`src/rtl/pgen_pkg.sv`:
```
// Shared constants, register map and carriers of the test pattern generator
// Assumes one 50 MHz clock, synchronous reset and an Avalon-MM register host
package pgen_pkg;
   // Register byte offsets on the Avalon port
   localparam logic [7:0]  OFS_CTRL   = 8'h64;
   localparam logic [7:0]  OFS_CFG    = 8'h68;
   localparam logic [7:0]  OFS_CUST   = 8'h6c;
   localparam logic [7:0]  OFS_DWELL  = 8'h70;
   localparam logic [7:0]  OFS_PORT   = 8'h74;
   localparam logic [7:0]  OFS_STAT   = 8'h78;
   // Reset values
   localparam logic [7:0]  CTRL_RST   = 8'h10;
   localparam logic [7:0]  CFG_RST    = 8'h00;
   localparam logic [23:0] CUST_RST   = 24'h000000;
   localparam logic [7:0]  DWELL_RST  = 8'h3c;
   // Field positions and writable bits
   localparam int          CTRL_EN    = 0;
   localparam int          CTRL_BARS  = 2;
   localparam int          CTRL_SEL   = 4;
   localparam int          SEL_W      = 4;
   localparam int          CFG_ASCRL  = 0;
   localparam int          CFG_INV    = 1;
   localparam int          CFG_TSEL   = 2;
   localparam int          CFG_SIX    = 4;
   localparam logic [7:0]  CTRL_WMASK = 8'hf5;
   localparam logic [7:0]  CFG_WMASK  = 8'h17;
   // Pattern codes
   typedef enum logic [3:0] {
      PAT_CHECK = 4'h0, PAT_WHITE, PAT_BLACK, PAT_RED, PAT_GREEN, PAT_BLUE,
      PAT_HGREY, PAT_HRED, PAT_HGREEN, PAT_HBLUE, PAT_VGREY, PAT_VRED,
      PAT_VGREEN, PAT_VBLUE, PAT_CUSTOM, PAT_VCOM
   } pgen_pat_t;
   // Ramp and bar step counts
   localparam logic [11:0] LEV_24     = 12'h100;
   localparam logic [11:0] LEV_18     = 12'h040;
   localparam logic [11:0] BAR_CNT    = 12'h008;
   localparam int          SIX_SHIFT  = 2;
   localparam logic [7:0]  SIX_MASK   = 8'hfc;
   // Bar colours {r,g,b}, bar 0 in the low bits: W Y C G M R B K
   localparam logic [23:0] BAR_RGB    = 24'h0654f7;
   // Internal timing, pixels and lines
   localparam logic [11:0] H_ACT      = 12'h280;
   localparam logic [11:0] H_TOT      = 12'h320;
   localparam logic [11:0] H_SYNC     = 12'h060;
   localparam logic [11:0] V_ACT      = 12'h1e0;
   localparam logic [11:0] V_TOT      = 12'h20d;
   localparam logic [11:0] V_SYNC     = 12'h002;

   typedef struct packed {
      logic       de;
      logic       hs;
      logic       vs;
      logic [7:0] r;
      logic [7:0] g;
      logic [7:0] b;
   } pgen_pix_t;

   typedef struct packed {
      logic [7:0]  ctrl;
      logic [7:0]  cfg;
      logic [23:0] cust;
      logic [7:0]  dwell;
   } pgen_bank_t;

   localparam pgen_bank_t BANK_RST = '{ctrl: CTRL_RST, cfg: CFG_RST,
                                       cust: CUST_RST, dwell: DWELL_RST};
endpackage

```
`src/rtl/pgen_buf.sv`:
```
// Two-entry pixel buffer between the generator and the serial link
// Assumes the receiver may stall at any time; ready is registered
`timescale 1ns/100ps
module pgen_buf (
   input  wire logic              clk_i,
   input  wire logic              srst_i,
   input  wire logic              in_valid_i,
   output logic                   in_ready_o,
   input  wire pgen_pkg::pgen_pix_t in_data_i,
   output logic                   out_valid_o,
   input  wire logic              out_ready_i,
   output pgen_pkg::pgen_pix_t    out_data_o
);
   import pgen_pkg::*;

   typedef struct packed {
      pgen_pix_t out;
      pgen_pix_t skid;
      logic      out_vld;
      logic      skid_vld;
   } pgen_buf_state_t;

   pgen_buf_state_t s;
   pgen_buf_state_t next_s;

   // Skid slot catches the word that arrives while the output stalls
   always_comb begin
      next_s = s;
      if (!s.out_vld || out_ready_i) begin
         if (s.skid_vld) begin
            next_s.out      = s.skid;
            next_s.skid_vld = 1'b0;
         end else begin
            next_s.out     = in_data_i;
            next_s.out_vld = in_valid_i;
         end
      end else if (in_valid_i && !s.skid_vld) begin
         next_s.skid     = in_data_i;
         next_s.skid_vld = 1'b1;
      end
      if (srst_i) begin
         next_s = '0;
      end
   end

   always_ff @(posedge clk_i) begin
      s <= next_s;
   end

   assign in_ready_o  = !s.skid_vld;
   assign out_valid_o = s.out_vld;
   assign out_data_o  = s.out;
endmodule

```
`src/rtl/pgen_tgen.sv`:
```
// Internal video timing: free counters giving data enable and syncs
// Assumes the caller advances it only when a pixel can be accepted
`timescale 1ns/100ps
module pgen_tgen (
   input  wire logic           clk_i,
   input  wire logic           srst_i,
   input  wire logic           adv_i,
   output pgen_pkg::pgen_pix_t tg_o
);
   import pgen_pkg::*;

   typedef struct packed {
      logic [11:0] h;
      logic [11:0] v;
   } pgen_tg_state_t;

   pgen_tg_state_t s;
   pgen_tg_state_t next_s;

   // Raster walk, one pixel per accepted beat
   always_comb begin
      next_s = s;
      if (adv_i) begin
         if (s.h == H_TOT - 12'h001) begin
            next_s.h = '0;
            next_s.v = (s.v == V_TOT - 12'h001) ? '0 : s.v + 12'h001;
         end else begin
            next_s.h = s.h + 12'h001;
         end
      end
      if (srst_i) begin
         next_s = '0;
      end
   end

   always_ff @(posedge clk_i) begin
      s <= next_s;
   end

   // Syncs sit at the tail of each line and frame, active high
   assign tg_o = '{de: (s.h < H_ACT) && (s.v < V_ACT),
                   hs: s.h >= H_TOT - H_SYNC,
                   vs: s.v >= V_TOT - V_SYNC,
                   r: 8'h00, g: 8'h00, b: 8'h00};
endmodule

```
`src/rtl/pgen_top.sv`:
```
// Test pattern generator control: registers, pattern engine and output path
// Assumes external video is synchronous to clk_i, one pixel per valid beat
//
// Implementation choice: register access over Avalon-MM.
`timescale 1ns/100ps
module pgen_top (
   input  wire logic                clk_i,
   input  wire logic                srst_i,
   input  wire logic [7:0]          avs_address_i,
   input  wire logic                avs_read_i,
   input  wire logic                avs_write_i,
   input  wire logic [31:0]         avs_writedata_i,
   input  wire logic [3:0]          avs_byteenable_i,
   output logic [31:0]              avs_readdata_o,
   output logic                     avs_waitrequest_o,
   input  wire logic                render_port_i,
   input  wire logic                ext_valid_i,
   output logic                     ext_ready_o,
   input  wire pgen_pkg::pgen_pix_t ext_pix_i,
   output logic                     pix_valid_o,
   input  wire logic                pix_ready_i,
   output pgen_pkg::pgen_pix_t      pix_o
);
   import pgen_pkg::*;

   typedef struct packed {
      logic             wt;
      logic [31:0]      rd;
      pgen_bank_t [1:0] bank;
      logic             port;
      logic [3:0]       apat;
      logic [7:0]       frames;
      logic [11:0]      h;
      logic [11:0]      v;
      logic [11:0]      hlen;
      logic [11:0]      vlen;
      logic [11:0]      hacc;
      logic [11:0]      vacc;
      logic [11:0]      bacc;
      logic [7:0]       hlv;
      logic [7:0]       vlv;
      logic [2:0]       bar;
      logic             de_d;
      logic             vs_d;
   } pgen_state_t;

   pgen_state_t s;
   pgen_state_t next_s;

   pgen_bank_t  bk;
   logic        en;
   logic        bars;
   logic        inv;
   logic        six;
   logic        tsel;
   logic        ascrl;
   logic [3:0]  pat;
   logic        use_int;
   logic        vld;
   logic        adv;
   logic        buf_rdy;
   logic        line_end;
   logic        frame_start;
   logic [11:0] lev;
   logic [7:0]  hl;
   logic [7:0]  vl;
   logic [23:0] col;
   logic [2:0]  bar_rgb;
   logic [19:0] bar_step;
   pgen_pix_t   tg;
   pgen_pix_t   src;
   pgen_pix_t   gen;

   // One ramp step: add the level count, carry a level per line length
   function automatic logic [19:0] ramp_step(input logic [11:0] acc,
                                             input logic [7:0]  lvl,
                                             input logic [11:0] step,
                                             input logic [11:0] len);
      logic [12:0] sum;
      sum = {1'b0, acc} + {1'b0, step};
      if ((len != 12'h000) && (sum >= {1'b0, len})) begin
         ramp_step = {12'(sum - {1'b0, len}), 8'(lvl + 8'h01)};
      end else begin
         ramp_step = {sum[11:0], lvl};
      end
   endfunction

   // Byte-lane merge for Avalon writes
   function automatic logic [31:0] merge(input logic [31:0] old,
                                         input logic [31:0] wd,
                                         input logic [3:0]  be);
      logic [31:0] m;
      m = old;
      for (int i = 0; i < 4; i++) begin
         if (be[i]) begin
            m[8*i +: 8] = wd[8*i +: 8];
         end
      end
      return m;
   endfunction

   // Settings of the port being rendered; each port keeps its own bank
   assign bk      = s.bank[render_port_i];
   assign en      = bk.ctrl[CTRL_EN];
   assign bars    = bk.ctrl[CTRL_BARS];
   assign inv     = bk.cfg[CFG_INV];
   assign six     = bk.cfg[CFG_SIX];
   assign tsel    = bk.cfg[CFG_TSEL];
   assign ascrl   = bk.cfg[CFG_ASCRL];
   assign pat     = ascrl ? s.apat : bk.ctrl[CTRL_SEL +: SEL_W];
   assign lev     = six ? LEV_18 : LEV_24;

   // Timing source; internal timing only matters while generating
   assign use_int = en && tsel;
   assign src     = use_int ? tg : ext_pix_i;
   assign vld     = use_int || ext_valid_i;
   assign adv     = vld && buf_rdy;
   assign line_end    = s.de_d && !src.de;
   assign frame_start = src.vs && !s.vs_d;

   pgen_tgen u_tgen (
      .clk_i  (clk_i),
      .srst_i (srst_i),
      .adv_i  (use_int && buf_rdy),
      .tg_o   (tg)
   );

   // Ramp levels; six-bit mode shifts the level up into the top six bits
   assign hl      = six ? 8'(s.hlv << SIX_SHIFT) : s.hlv;
   assign vl      = six ? 8'(s.vlv << SIX_SHIFT) : s.vlv;
   assign bar_rgb = BAR_RGB[3*s.bar +: 3];
   // Bar stepper; accumulator in the top bits, bar index in the low three
   assign bar_step = ramp_step(s.bacc, {5'h00, s.bar}, BAR_CNT, s.hlen);

   // Pixel colour for the current raster position
   always_comb begin
      unique case (pgen_pat_t'(pat))
         PAT_CHECK:  col = (s.h[0] ^ s.v[0]) ? 24'hffffff : 24'h000000;
         PAT_WHITE:  col = 24'hffffff;
         PAT_BLACK:  col = 24'h000000;
         PAT_RED:    col = 24'hff0000;
         PAT_GREEN:  col = 24'h00ff00;
         PAT_BLUE:   col = 24'h0000ff;
         PAT_HGREY:  col = {hl, hl, hl};
         PAT_HRED:   col = {hl, 8'h00, 8'h00};
         PAT_HGREEN: col = {8'h00, hl, 8'h00};
         PAT_HBLUE:  col = {8'h00, 8'h00, hl};
         PAT_VGREY:  col = {vl, vl, vl};
         PAT_VRED:   col = {vl, 8'h00, 8'h00};
         PAT_VGREEN: col = {8'h00, vl, 8'h00};
         PAT_VBLUE:  col = {8'h00, 8'h00, vl};
         PAT_CUSTOM: col = bk.cust;
         PAT_VCOM:   col = (s.h[0] ^ s.v[0]) ? 24'hff00ff : 24'h00ff00;
      endcase
      // Bars override the fixed pattern
      if (bars) begin
         col = {{8{bar_rgb[2]}}, {8{bar_rgb[1]}}, {8{bar_rgb[0]}}};
      end
      if (inv) begin
         col = ~col;
      end
      // Low bits cleared so an 18-bit panel sees clean levels
      if (six) begin
         col = col & {SIX_MASK, SIX_MASK, SIX_MASK};
      end
      gen = src;
      if (en) begin
         {gen.r, gen.g, gen.b} = col;
      end
   end

   pgen_buf u_buf (
      .clk_i       (clk_i),
      .srst_i      (srst_i),
      .in_valid_i  (adv),
      .in_ready_o  (buf_rdy),
      .in_data_i   (gen),
      .out_valid_o (pix_valid_o),
      .out_ready_i (pix_ready_i),
      .out_data_o  (pix_o)
   );

   // All state: register file, raster counters, ramps, auto-advance
   always_comb begin
      next_s = s;
      // Bus: take on wt high, answer one cycle later with wt low
      if (s.wt && (avs_read_i || avs_write_i)) begin
         next_s.wt = 1'b0;
         if (avs_read_i) begin
            unique case (avs_address_i)
               OFS_CTRL:  next_s.rd = {24'h000000, s.bank[s.port].ctrl};
               OFS_CFG:   next_s.rd = {24'h000000, s.bank[s.port].cfg};
               OFS_CUST:  next_s.rd = {8'h00, s.bank[s.port].cust};
               OFS_DWELL: next_s.rd = {24'h000000, s.bank[s.port].dwell};
               OFS_PORT:  next_s.rd = {31'h00000000, s.port};
               OFS_STAT:  next_s.rd = {16'h0000, s.frames, 3'h0, en, pat};
               default:   next_s.rd = 32'h00000000;
            endcase
         end
      end else if (!s.wt) begin
         next_s.wt = 1'b1;
         if (avs_write_i) begin
            unique case (avs_address_i)
               OFS_CTRL: begin
                  next_s.bank[s.port].ctrl = CTRL_WMASK & 8'(merge(
                     {24'h000000, s.bank[s.port].ctrl}, avs_writedata_i,
                     avs_byteenable_i));
               end
               OFS_CFG: begin
                  next_s.bank[s.port].cfg = CFG_WMASK & 8'(merge(
                     {24'h000000, s.bank[s.port].cfg}, avs_writedata_i,
                     avs_byteenable_i));
               end
               OFS_CUST: begin
                  next_s.bank[s.port].cust = 24'(merge(
                     {8'h00, s.bank[s.port].cust}, avs_writedata_i,
                     avs_byteenable_i));
               end
               OFS_DWELL: begin
                  next_s.bank[s.port].dwell = 8'(merge(
                     {24'h000000, s.bank[s.port].dwell}, avs_writedata_i,
                     avs_byteenable_i));
               end
               OFS_PORT: begin
                  next_s.port = avs_byteenable_i[0] ? avs_writedata_i[0] : s.port;
               end
               default: begin
               end
            endcase
         end
      end

      // Raster tracking follows whichever timing drives the link
      if (adv) begin
         next_s.de_d = src.de;
         next_s.vs_d = src.vs;
         if (src.de) begin
            next_s.h = s.h + 12'h001;
            {next_s.hacc, next_s.hlv} = ramp_step(s.hacc, s.hlv, lev, s.hlen);
            // Bar index steps once per eighth of the measured width
            next_s.bacc = bar_step[19:8];
            next_s.bar  = bar_step[2:0];
         end
         // Line end: last width becomes the ramp length of the next line
         if (line_end) begin
            next_s.hlen = s.h;
            next_s.h    = '0;
            next_s.hacc = '0;
            next_s.hlv  = '0;
            next_s.bacc = '0;
            next_s.bar  = '0;
            next_s.v    = s.v + 12'h001;
            {next_s.vacc, next_s.vlv} = ramp_step(s.vacc, s.vlv, lev, s.vlen);
         end
         // Frame start: height latched, dwell counter steps in auto mode, else clears
         if (frame_start) begin
            next_s.vlen = s.v;
            next_s.v    = '0;
            next_s.vacc = '0;
            next_s.vlv  = '0;
            if (ascrl) begin
               if (9'(s.frames) + 9'h001 >= {1'b0, bk.dwell}) begin
                  next_s.frames = '0;
                  next_s.apat   = s.apat + 4'h1;
               end else begin
                  next_s.frames = s.frames + 8'h01;
               end
            end else begin
               next_s.frames = '0;
            end
         end
      end

      if (srst_i) begin
         next_s      = '0;
         next_s.wt   = 1'b1;
         next_s.bank = {BANK_RST, BANK_RST};
      end
   end

   always_ff @(posedge clk_i) begin
      s <= next_s;
   end

   // Outputs straight from state
   assign avs_waitrequest_o = s.wt;
   assign avs_readdata_o    = s.rd;
   assign ext_ready_o       = buf_rdy;
endmodule

```
`config.mk`:
```
export PLATFORM = sky130hd
export DESIGN_NAME = pgen_top
export DESIGN_NICKNAME = d
export VERILOG_FILES = /design/src/rtl/pgen_pkg.sv /design/src/rtl/pgen_buf.sv /design/src/rtl/pgen_tgen.sv /design/src/rtl/pgen_top.sv
export SDC_FILE = /design/constraint.sdc
export NUM_CORES = 1
export LEC_CHECK = 0
export ABC_AREA = 1
export BUFFER_PORTS_ARGS = -buffer_cell sky130_fd_sc_hd__buf_2
export CORE_ASPECT_RATIO = 0.5
export CORE_UTILIZATION = 30
export CTS_CLUSTER_SIZE = 24
export DETAILED_ROUTE_END_ITERATION = 10
export GPL_TIMING_DRIVEN = 1
export PLACE_DENSITY_LB_ADDON = 0.15
export SETUP_SLACK_MARGIN = 0.4
export SYNTH_ARGS = -nofsm -noshare
export SYNTH_HDL_FRONTEND = slang
export SYNTH_HIERARCHICAL = 1
export SYNTH_SLANG_ARGS = --single-unit
export TNS_END_PERCENT = 10
```
`constraint.sdc`:
```
create_clock -name clk_i -period 4.9 [get_ports clk_i]
set_input_delay 0.49 -clock clk_i [delete_from_list [all_inputs] [get_ports clk_i]]
set_output_delay 0.49 -clock clk_i [all_outputs]
set_load 0.1 [all_outputs]
```
==> results of run 1 <==
[final timing paths]
kind               start                end  slack (ns)  depth (start not counted)
max             register              s[45]        1.09                         20
max reg2reg     register              s[45]        1.09                         20
min reg2reg       s[161]             s[161]        0.44                          2
min          avs_write_i  avs_waitrequest_o        0.23                          3
[critical path, delay by kind of cell (launching register included)]
family	cells	cell delay, ns
buf+inv	4	0.50
compound gates	3	0.70
fa+ha+maj	3	0.77
simple gates	9	1.16
xor+xnor	1	0.23
flops	1	0.32
[cell usage in the layout, fill, tap and decap left out, types with 10 or more instances in the layout]
master / instances
sky130_fd_sc_hd__nand2_4: 11
sky130_fd_sc_hd__xor2_1: 51
sky130_fd_sc_hd__nand3_1: 198
sky130_fd_sc_hd__nand2_1: 1004
sky130_fd_sc_hd__o21ai_1: 13
sky130_fd_sc_hd__o2111ai_1: 45
sky130_fd_sc_hd__dfxtp_1: 318
sky130_fd_sc_hd__nand4_1: 18
sky130_fd_sc_hd__a21oi_1: 253
sky130_fd_sc_hd__buf_4: 31
sky130_fd_sc_hd__nor3_1: 27
sky130_fd_sc_hd__o211ai_1: 21
sky130_fd_sc_hd__nand2_2: 10
sky130_fd_sc_hd__conb_1: 20
sky130_fd_sc_hd__mux2i_1: 19
sky130_fd_sc_hd__o21ai_0: 272
sky130_fd_sc_hd__nor2_2: 13
sky130_fd_sc_hd__inv_2: 11
sky130_fd_sc_hd__nor4_1: 14
sky130_fd_sc_hd__a31oi_1: 14
sky130_fd_sc_hd__clkbuf_16: 39
sky130_fd_sc_hd__buf_2: 121
sky130_fd_sc_hd__inv_1: 303
sky130_fd_sc_hd__nor2_1: 307
sky130_fd_sc_hd__ha_1: 62
[per-layer routing]
layer | vias up | GRT usage [%] | routed length, µm
li1 | 10600 | - | -
met1 | 9406 | 27.7 | 34400
met2 | 370 | 26.8 | 26800
met3 | 61 | 3.57 | 3770
met4 | 0 | 3.52 | 954
met5 | - | 0 | 0
[metrics by stage]
stage / util (%) / total power, W
floorplan: - / 0.00379
global placement: 32.0 / 0.00407
detailed placement: 32.0 / 0.00406
CTS: 33.8 / 0.00694
global route: 33.8 / 0.00723
finish: 33.8 / 0.00685
[power breakdown]
part	total (W)	switching [W]	leakage [nW]	internal, W
registers	0.00271	0.0000486	2.59	0.00266
clock network	0.00284	0.00117	0.589	0.00167
logic	0.00130	0.000922	6.92	0.000377
total	0.00685	0.00214	10.1	0.00471
[final cells by class]
class	instances	area, µm²
Clock inverter	11	136
Clock buffer	51	1060
Sequential cell	319	6390
Timing Repair Buffer	153	850
Fill cell	7565	45000
Antenna cell	3	7.51
Multi-Input combinational cell	2457	12200
Tap cell	897	1120
Inverter	320	1210
==> metrics.log, run 1 <==
[metrics] outcome: complete, no violations
[metrics] post-CTS setup repair buffer count: 0
[metrics] crit-path most repeated cell: sky130_fd_sc_hd__nand2_1
[metrics] largest clock skew in the final design: 0.0258 ns
[metrics] Startpoint Class: register
[metrics] synthesis warning total: 6
[metrics] CTS tree: done
[metrics] clock root buffer: sky130_fd_sc_hd__clkbuf_16
[metrics] worst hold margin: 0.229 ns
[metrics] final period utilization: 77.7%
[metrics] gate count after technology mapping: 3299
[metrics] final-layout setup total negative slack: 0 ns
[metrics] Min Clock Period, post-route: 3.81 ns
[metrics] remaining routing DRC violations: 0
[metrics] wire per inst: 15.6 µm
[metrics] Final Hold Violating Endpoints: 0
[metrics] Power per Cell Area: approximately 300 nW/µm²
[metrics] fraction of final layout cells with drive strength greater than 1: under 10%
[metrics] delay of the slowest critical-path stage: approximately 0.33 ns
[metrics] max-slew violation count: 0
[metrics] Crit path arrival time: 4.25 ns
[metrics] global-route wire length before repair: about 100 mm
[metrics] Skew-Pair Late Insertion Delay: 0.56 ns
[metrics] Initial Util: between 30% and 40%
[metrics] H-tree level count: 2
[metrics] Vias: ~20000
[metrics] half-perimeter wire length of the detailed placement result: roughly 48 mm
[metrics] clock-pin slew on the worst setup and hold paths: 0.06 ns
[metrics] via count of the first global-routing pass: 18800
[metrics] slew at the pin closest to its max-slew limit: 0.979 ns
[metrics] class of the tightest hold or removal check: in2reg
[metrics] number of buffers inserted by hold repair at cts: 0
[metrics] post-detailed-route via-to-cell ratio: 4.86
[metrics] worst-path maximum fanout: 13
[metrics] Die Span X: approximately 380 µm
[metrics] overall die area: 70800 µm²
[metrics] count of endpoints failing setup in the final report: 0
[metrics] worst-case vdd ir drop: 0.196 mV
[metrics] standby leakage power: 10.1 nW
[metrics] setup repair after global routing missed its margin: no
[metrics] number of antenna violations at the first check in global routing: 3
[metrics] DRT antenna net count: 0
[metrics] number of nets in the layout: 3431
[metrics] Max-cap violations: 0
[metrics] cell area reported after detailed placement: approximately 22000 µm²
[metrics] netlist area before placement: 20900 µm²
[metrics] cell at the slowest stage of the critical path: sky130_fd_sc_hd__ha_1
[metrics] Setup WS pre-CTS: 0.619 ns
[metrics] worst setup margin: 1.09 ns
[metrics] crit path kind: reg2reg
[metrics] Final Instance Area: roughly 23000 µm²
[metrics] number of gates resized after cts: 0
[metrics] number of I/O port buffers: 122
[metrics] filler-free cell count of the finished design: 4211
[metrics] Routed WL: 65.9 mm
[metrics] Total GRT Usage: 18.4%
[metrics] Placement Rows: 67
[metrics] total I/O pin count: 140
[metrics] Initial DRT Pass Iterations: 5
[metrics] Max Root-Sink Buffers: 3
[metrics] Core ar.: ~68000 µm²
[metrics] Post-Synthesis Mean Instance Area: about 6.3 µm²
[metrics] Die Span Y: 189 µm
[metrics] TritonCTS buffer count: 37
[metrics] count of routing violations after the opening detailed-route iteration: 1552
[metrics] leftover overflow at the end of global routing: 0
[metrics] cell-by-cell trace of the critical path: inv_1 > o21ai_2 > ha_1 > ha_1 > nand2_1 > a21oi_1 > xor2_1 > inv_1 > ha_1 > inv_1 > nor4_1 > nand2_1 > o211ai_2 > nand2_1 > nand2_1 > nand2_1 > inv_1 > nand2_1 > nand2_1 > nor2_1
[metrics] area grow syn2layout: 9.76%
[metrics] gpl congestion: 0.899
[metrics] data required time at the worst endpoint: 5.34 ns
[metrics] Slew Limit Headroom: 34.5%
[metrics] maximum clock rate: 263 MHz
[metrics] crit end category: register
[metrics] maximum number of pins on one net before global-route repair: 76
[metrics] total placed cells including tap cells: between 4000 and 5000
[metrics] number of sinks driven by the clock tree: about 320
Note: power is estimated with default switching activity, not from simulation.
==> run 2: changes to the inputs <==
==> constraint.sdc (replaced) <==
create_clock -name clk_i -period 3.4 [get_ports clk_i]
set_input_delay 0.34 -clock clk_i [delete_from_list [all_inputs] [get_ports clk_i]]
set_output_delay 0.34 -clock clk_i [all_outputs]
set_load 0.1 [all_outputs]
==> run 2 against run 1 <==
  * Final cell count is 1.3% higher
  * Hold slack worse by 0.17 ns
  * Die area stayed put
  * Clock skew is 0.0073 ns higher
  * Clock power is 39% higher
  * Count of clock-buffer cells in the layout is 1 higher
  * Sequential cell count stayed put
  * Combinational power is 62% higher
  * Worst setup slack worse by 0.86 ns
  * Largest cell class unchanged
==> metrics.log, run 2 (same netlist as run 1, synthesis figures left out) <==
[metrics] outcome: complete, no violations
[metrics] area grow syn2layout: 14.6%
[metrics] Vias: approximately 21000
[metrics] number of buffers inserted by hold repair at cts: 0
[metrics] global-route wire length before repair: 106 mm
[metrics] worst-path maximum fanout: 6
[metrics] crit path kind: reg2reg
[metrics] Routed WL: 67.4 mm
[metrics] post-detailed-route via-to-cell ratio: between 4 and 5
[metrics] TritonCTS buffer count: 37
[metrics] Initial DRT Pass Iterations: 5
[metrics] worst setup margin: between 0.2 and 0.25 ns
[metrics] final cell utilization of the core: 35.3%
[metrics] total I/O pin count: 140
[metrics] number of I/O port buffers: 122
[metrics] Skew-Pair Late Insertion Delay: 0.59 ns
[metrics] leading cell type in the layout, fill and taps excluded: sky130_fd_sc_hd__nand2_1
[metrics] gpl congestion: 0.915
[metrics] data required time at the worst endpoint: 3.82 ns
[metrics] number of nets in the layout: 3487
[metrics] count of endpoints failing setup in the final report: 0
[metrics] standby leakage power: 10.5 nW
[metrics] Max-cap violations: 0
[metrics] class of the tightest hold or removal check: in2reg
[metrics] fraction of final layout cells with drive strength greater than 1: between 10% and 20%
[metrics] clock root buffer: sky130_fd_sc_hd__clkbuf_16
[metrics] Min-Delay Startpoint: avs_write_i
[metrics] Max Root-Sink Buffers: 3
[metrics] Startpoint Class: register
[metrics] leftover overflow at the end of global routing: 0
[metrics] H-tree level count: 2
[metrics] most frequent cells in the layout: sky130_fd_sc_hd__nand2_1 (977), sky130_fd_sc_hd__dfxtp_1 (313), sky130_fd_sc_hd__nor2_1 (297)
[metrics] count of routing violations after the opening detailed-route iteration: 1594
[metrics] Total GRT Usage: 18.6%
[metrics] Die Span Y: roughly 190 µm
[metrics] number of antenna violations at the first check in global routing: 2
[metrics] maximum clock rate: 316 MHz
[metrics] overall die area: slightly above 70000 µm²
[metrics] final period utilization: 93.1%
[metrics] Initial Util: 30.8%
[metrics] Core ar.: a little under 70000 µm²
[metrics] slew at the pin closest to its max-slew limit: 0.876 ns
[metrics] remaining routing DRC violations: 0
[metrics] Setup WS pre-CTS: -0.0277 ns
[metrics] DRT antenna net count: 0
[metrics] met3 track demand over resource in global routing: under 10%
[metrics] GRT met2 Usage: between 20 and 30%
[metrics] Power per Cell Area: approximately 420 nW/µm²
[metrics] maximum number of pins on one net before global-route repair: 70
[metrics] Die Span X: between 300 and 400 µm
[metrics] CTS tree: done
[metrics] crit end category: register
[metrics] clock-pin slew on the worst setup and hold paths: about 0.06 ns
[metrics] half-perimeter wire length of the detailed placement result: 49.5 mm
[metrics] Final Hold Violating Endpoints: 0
[metrics] routing layer with the top usage in global route: met1
[metrics] Slew Limit Headroom: 41.6%
[metrics] wire per inst: 15.8 µm
[metrics] worst-case vdd ir drop: approximately 0.28 mV
[metrics] largest clock skew in the final design: 0.0331 ns
[metrics] cell area reported after detailed placement: about 22000 µm²
[metrics] Placement Rows: 67
[metrics] via count of the first global-routing pass: 18800
[metrics] setup repair after global routing missed its margin: yes
[metrics] Crit path arrival time: 3.58 ns
[metrics] number of sinks driven by the clock tree: about 320
[metrics] Min Clock Period, post-route: 3.17 ns
[metrics] global routing usage on met1: 28.6%
[metrics] max-slew violation count: 0
[metrics] Final Instance Area: 24000 µm²
-- run 2: cell count changes in the layout (fill, tap and decap cells not counted), moves of 9 or more --
cell	before	now
sky130_fd_sc_hd__nand2_1	1004	977
sky130_fd_sc_hd__ha_4	0	13
sky130_fd_sc_hd__buf_6	1	10
sky130_fd_sc_hd__a21oi_1	253	244
sky130_fd_sc_hd__nor2_4	6	17
sky130_fd_sc_hd__inv_1	303	294
sky130_fd_sc_hd__ha_1	62	49
sky130_fd_sc_hd__nand2_2	10	27
sky130_fd_sc_hd__buf_4	31	74
sky130_fd_sc_hd__nand2_4	11	21
sky130_fd_sc_hd__nor2_1	307	297
-- run 2: area by class of cell --
cell class,count,area [µm²]
Timing Repair inverter,1,7.51
Tap cell,897,1120
Antenna cell,1,2.50
Sequential cell,319,6400
Multi-Input combinational cell,2457,12700
Clock inverter,12,86.3
Timing Repair Buffer,208,1330
Clock buffer,52,1070
Inverter,320,1230
Fill cell,7506,44000
-- run 2: metal layers --
layer	part of all wire, %	vias up	routed length [µm]
li1	-	10700	-
met1	53	9613	35600
met2	41	416	27400
met3	5.2	56	3490
met4	1.4	0	925
met5	0	-	0
-- run 2: stage by stage --
step / cells / hold WS (ns) / TNS, ns / total power [W]
6_report: 4267 / 0.0582 / 0 / 0.00998
5_1_grt: 4266 / 0.0654 / 0 / 0.0105
4_1_cts: 4263 / 0.0246 / 0 / 0.00999
3_5_place_dp: 4191 / 0.429 / -0.0530 / 0.00593
3_3_place_gp: 4191 / 0.426 / 0 / 0.00593
2_1_floorplan: 3317 / 0.409 / 0 / 0.00547
-- run 2: final timing paths --
kind | slack [ns] | cells after the start | endpoint
max | 0.23 | 19 | s[18]
min | 0.06 | 3 | avs_waitrequest_o
max reg2reg | 0.23 | 19 | s[18]
min reg2reg | 0.44 | 2 | s[207]
-- run 2: worst max-delay path, cell delays in order (launching register included) --
cell,delay [ns]
sky130_fd_sc_hd__dfxtp_2,0.33
sky130_fd_sc_hd__inv_2,0.06
sky130_fd_sc_hd__o21ai_4,0.26
sky130_fd_sc_hd__ha_4,0.19
sky130_fd_sc_hd__ha_4,0.14
sky130_fd_sc_hd__nand2_4,0.05
sky130_fd_sc_hd__a21oi_4,0.15
sky130_fd_sc_hd__xor2_2,0.17
sky130_fd_sc_hd__inv_1,0.09
sky130_fd_sc_hd__ha_4,0.30
sky130_fd_sc_hd__inv_2,0.05
sky130_fd_sc_hd__nor4_4,0.25
sky130_fd_sc_hd__nand2_1,0.11
sky130_fd_sc_hd__o211ai_2,0.19
sky130_fd_sc_hd__nand2_2,0.15
sky130_fd_sc_hd__nand2_2,0.15
sky130_fd_sc_hd__nand2_4,0.09
sky130_fd_sc_hd__buf_6,0.15
sky130_fd_sc_hd__nand2_1,0.05
sky130_fd_sc_hd__a21oi_1,0.05
-- run 2: report_power, final --
part | internal [W] | leakage (nW) | switching [W]
combinational | 0.000671 | 7.30 | 0.00144
sequential | 0.00384 | 2.59 | 0.0000766
clock | 0.00221 | 0.581 | 0.00174
total | 0.00672 | 10.5 | 0.00326
-- run 2: timing repair --
item                                    CTS  global route
setup buffers                             7             2
endpoints found under the setup margin   53            76
pin swaps                                14            44
gates cloned                              1             1
resized for setup                        44            89
==> run 3: changes to the inputs <==
--- a/config.mk
+++ b/config.mk
@@ -12,7 +12,7 @@
 export CTS_CLUSTER_SIZE = 24
 export DETAILED_ROUTE_END_ITERATION = 10
 export GPL_TIMING_DRIVEN = 1
-export PLACE_DENSITY_LB_ADDON = 0.15
+export PLACE_DENSITY = 0.46
 export SETUP_SLACK_MARGIN = 0.4
 export SYNTH_ARGS = -nofsm -noshare
 export SYNTH_HDL_FRONTEND = slang
==> constraint.sdc (replaced) <==
create_clock -name clk_i -period 3.8 [get_ports clk_i]
set_input_delay 0.38 -clock clk_i [delete_from_list [all_inputs] [get_ports clk_i]]
set_output_delay 0.38 -clock clk_i [all_outputs]
set_load 0.1 [all_outputs]
==> run 3 against run 2 <==
  * Count of clock-buffer cells in the layout is the same
  * Hold slack gained 0.058 ns
  * Utilization shrank 0.78 points
  * Routed wire length shrank 0.28%
  * Largest power group unchanged
  * Via count shrank 0.76%
  * Non-clock buffer count shrank 19
  * Global-route usage grew 0.095 points
  * Sequential power shrank 11%
  * Sequential share of layout area grew 0.57 points
  * Sequential cell count is the same
  * First-iteration DRC count grew 2.4%
  * Clock power shrank 1%
==> metrics.log, run 3 (same netlist as run 1, synthesis figures left out) <==
[metrics] net load switching power: 0.00288 W
[metrics] H-tree level count: 2
[metrics] clock-pin slew on the worst setup and hold paths: about 0.060 ns
[metrics] DRT antenna net count: 0
[metrics] worst hold margin: ~0.12 ns
[metrics] diode insertion count for antenna repair: 0
[metrics] worst-path maximum fanout: 5
[metrics] maximum clock rate: 312 MHz
[metrics] Switching Fraction: between 30% and 40%
[metrics] number of I/O port buffers: between 100 and 150
[metrics] half-perimeter wire length of the detailed placement result: 49.5 mm
[metrics] final period utilization: 84.5%
[metrics] data required time at the worst endpoint: 4.29 ns
[metrics] crit end category: register
[metrics] Core ar.: 67900 µm²
[metrics] remaining routing DRC violations: 0
[metrics] standby leakage power: about 10 nW
[metrics] number of sinks driven by the clock tree: 319
[metrics] TritonCTS buffer count: 36
[metrics] Max Root-Sink Buffers: 3
[metrics] Crit path arrival time: 3.70 ns
[metrics] Setup WS pre-CTS: 0.135 ns
[metrics] Power per Cell Area: 391 nW/µm²
[metrics] Die Span X: roughly 380 µm
[metrics] worst-case register-to-register setup slack: just under 0.6 ns
[metrics] Max-cap violations: 0
[metrics] leading cell type in the layout, fill and taps excluded: sky130_fd_sc_hd__nand2_1
[metrics] Final Hold Violating Endpoints: 0
[metrics] worst-case vdd ir drop: 0.240 mV
[metrics] wire per inst: 15.8 µm
[metrics] final-layout setup total negative slack: 0 ns
[metrics] class of the tightest hold or removal check: in2reg
[metrics] Skew-Pair Late Insertion Delay: 0.57 ns
[metrics] via count of the first global-routing pass: 19000
[metrics] Sequential Power Share: a little under two fifths
[metrics] leftover overflow at the end of global routing: 0
[metrics] crit path kind: reg2reg
[metrics] Die Span Y: 189 µm
[metrics] Placement Rows: 67
[metrics] relative contribution of combinational cells to total power: 19.1%
[metrics] most frequent cells in the layout: sky130_fd_sc_hd__nand2_1 (1000), sky130_fd_sc_hd__dfxtp_1 (316), sky130_fd_sc_hd__nor2_1 (306)
[metrics] overall die area: roughly 71000 µm²
[metrics] count of routing violations after the opening detailed-route iteration: 1633
[metrics] outcome: complete, no violations
[metrics] share of total power in the clock network: between 40% and 50%
[metrics] Vias: 20700
[metrics] fraction of final layout cells with drive strength greater than 1: 10.3%
[metrics] total placed cells including tap cells: 4180
[metrics] Min Clock Period, post-route: 3.21 ns
[metrics] Total GRT Usage: 18.7%
[metrics] final cell utilization of the core: between 30 and 40%
[metrics] Initial Util: between 30 and 40%
[metrics] filler-free cell count of the finished design: approximately 4200
[metrics] Slew Limit Headroom: 23.0%
[metrics] Routed WL: 67.2 mm
[metrics] max-slew violation count: 0
[metrics] total I/O pin count: between 100 and 150
[metrics] number of nets in the layout: about 3500
[metrics] maximum number of pins on one net before global-route repair: 64
[metrics] number of buffers inserted by hold repair at cts: 0
[metrics] CTS tree: done
[metrics] clock root buffer: sky130_fd_sc_hd__clkbuf_16
[metrics] count of endpoints failing setup in the final report: 0
[metrics] number of antenna violations at the first check in global routing: 4
[metrics] Initial DRT Pass Iterations: 5
[metrics] cell-internal power: about 0.0063 W
[metrics] post-detailed-route via-to-cell ratio: just under 5
[metrics] gpl congestion: 0.901
[metrics] setup repair after global routing missed its margin: yes
[metrics] worst setup margin: between 0.5 and 0.6 ns
[metrics] global-route wire length before repair: 107 mm
[metrics] area grow syn2layout: 12.0%
[metrics] slew at the pin closest to its max-slew limit: 1.15 ns
[metrics] largest clock skew in the final design: about 0.030 ns
[metrics] Startpoint Class: register
## run 3: power by group through the flow
stage / registers (W) / logic (W) / clock network, W
after floorplan: 0.00356 / 0.00132 / 0
after global placement: 0.00357 / 0.00173 / 0
after detailed placement: 0.00357 / 0.00172 / 0
after global routing: 0.00351 / 0.00195 / 0.00418
final: 0.00350 / 0.00175 / 0.00391
after CTS: 0.00350 / 0.00173 / 0.00403
## run 3: what timing repair did
action                     4_1_cts  5_1_grt
buffers inserted                 0        2
setup endpoints to repair        0       55
gates resized for setup          0       20
## run 3: area by class of cell
cell class / count / area (µm²)
clock buffer: 52 / 1030
clock inverter: 13 / 259
fill: 7567 / 44500
inverter: 320 / 1220
multi-input combinational: 2457 / 12200
sequential: 319 / 6390
tap: 897 / 1120
timing repair buffer: 189 / 1160
## run 3: worst max-delay path, cell delays in order (launching register included)
cell and delay, ns:
sky130_fd_sc_hd__dfxtp_1 0.32, sky130_fd_sc_hd__inv_1 0.08, sky130_fd_sc_hd__o21ai_4 0.21, sky130_fd_sc_hd__ha_1 0.22, sky130_fd_sc_hd__ha_1 0.18, sky130_fd_sc_hd__nand2_1 0.09
sky130_fd_sc_hd__a21oi_2 0.17, sky130_fd_sc_hd__xor2_1 0.21, sky130_fd_sc_hd__inv_1 0.06, sky130_fd_sc_hd__ha_1 0.33, sky130_fd_sc_hd__inv_1 0.08, sky130_fd_sc_hd__nor4_2 0.22
sky130_fd_sc_hd__nand2_1 0.11, sky130_fd_sc_hd__o211ai_2 0.18, sky130_fd_sc_hd__nand2_2 0.11, sky130_fd_sc_hd__buf_4 0.17, sky130_fd_sc_hd__inv_1 0.15, sky130_fd_sc_hd__nand3_1 0.09
sky130_fd_sc_hd__a21oi_1 0.15
## run 3: per-stage QoR
step | cell area, µm² | power, W
final | 23400 | 0.00916
after global routing | 23400 | 0.00964
after CTS | 23300 | 0.00926
after detailed placement | 22000 | 0.00530
after global placement | 22000 | 0.00530
after floorplan | 21000 | 0.00488
## run 3: final timing paths
| check | from | endpoint | cells past startpoint |
|---|---|---|---|
| worst max-delay path | register | s[48] | 18 |
| worst min-delay path | avs_write_i | avs_waitrequest_o | 3 |
| worst max register to register | register | s[48] | 18 |
| worst min register to register | register | register | 2 |
## run 3: routing by layer
metal	GRT usage [%]	vias to the layer above	part of all wire, %
met1	28.7	9487	53
met3	2.86	65	5.3
met2	27.4	417	41
met5	0	-	0.034
met4	3.23	4	1.4
li1	-	10700	-
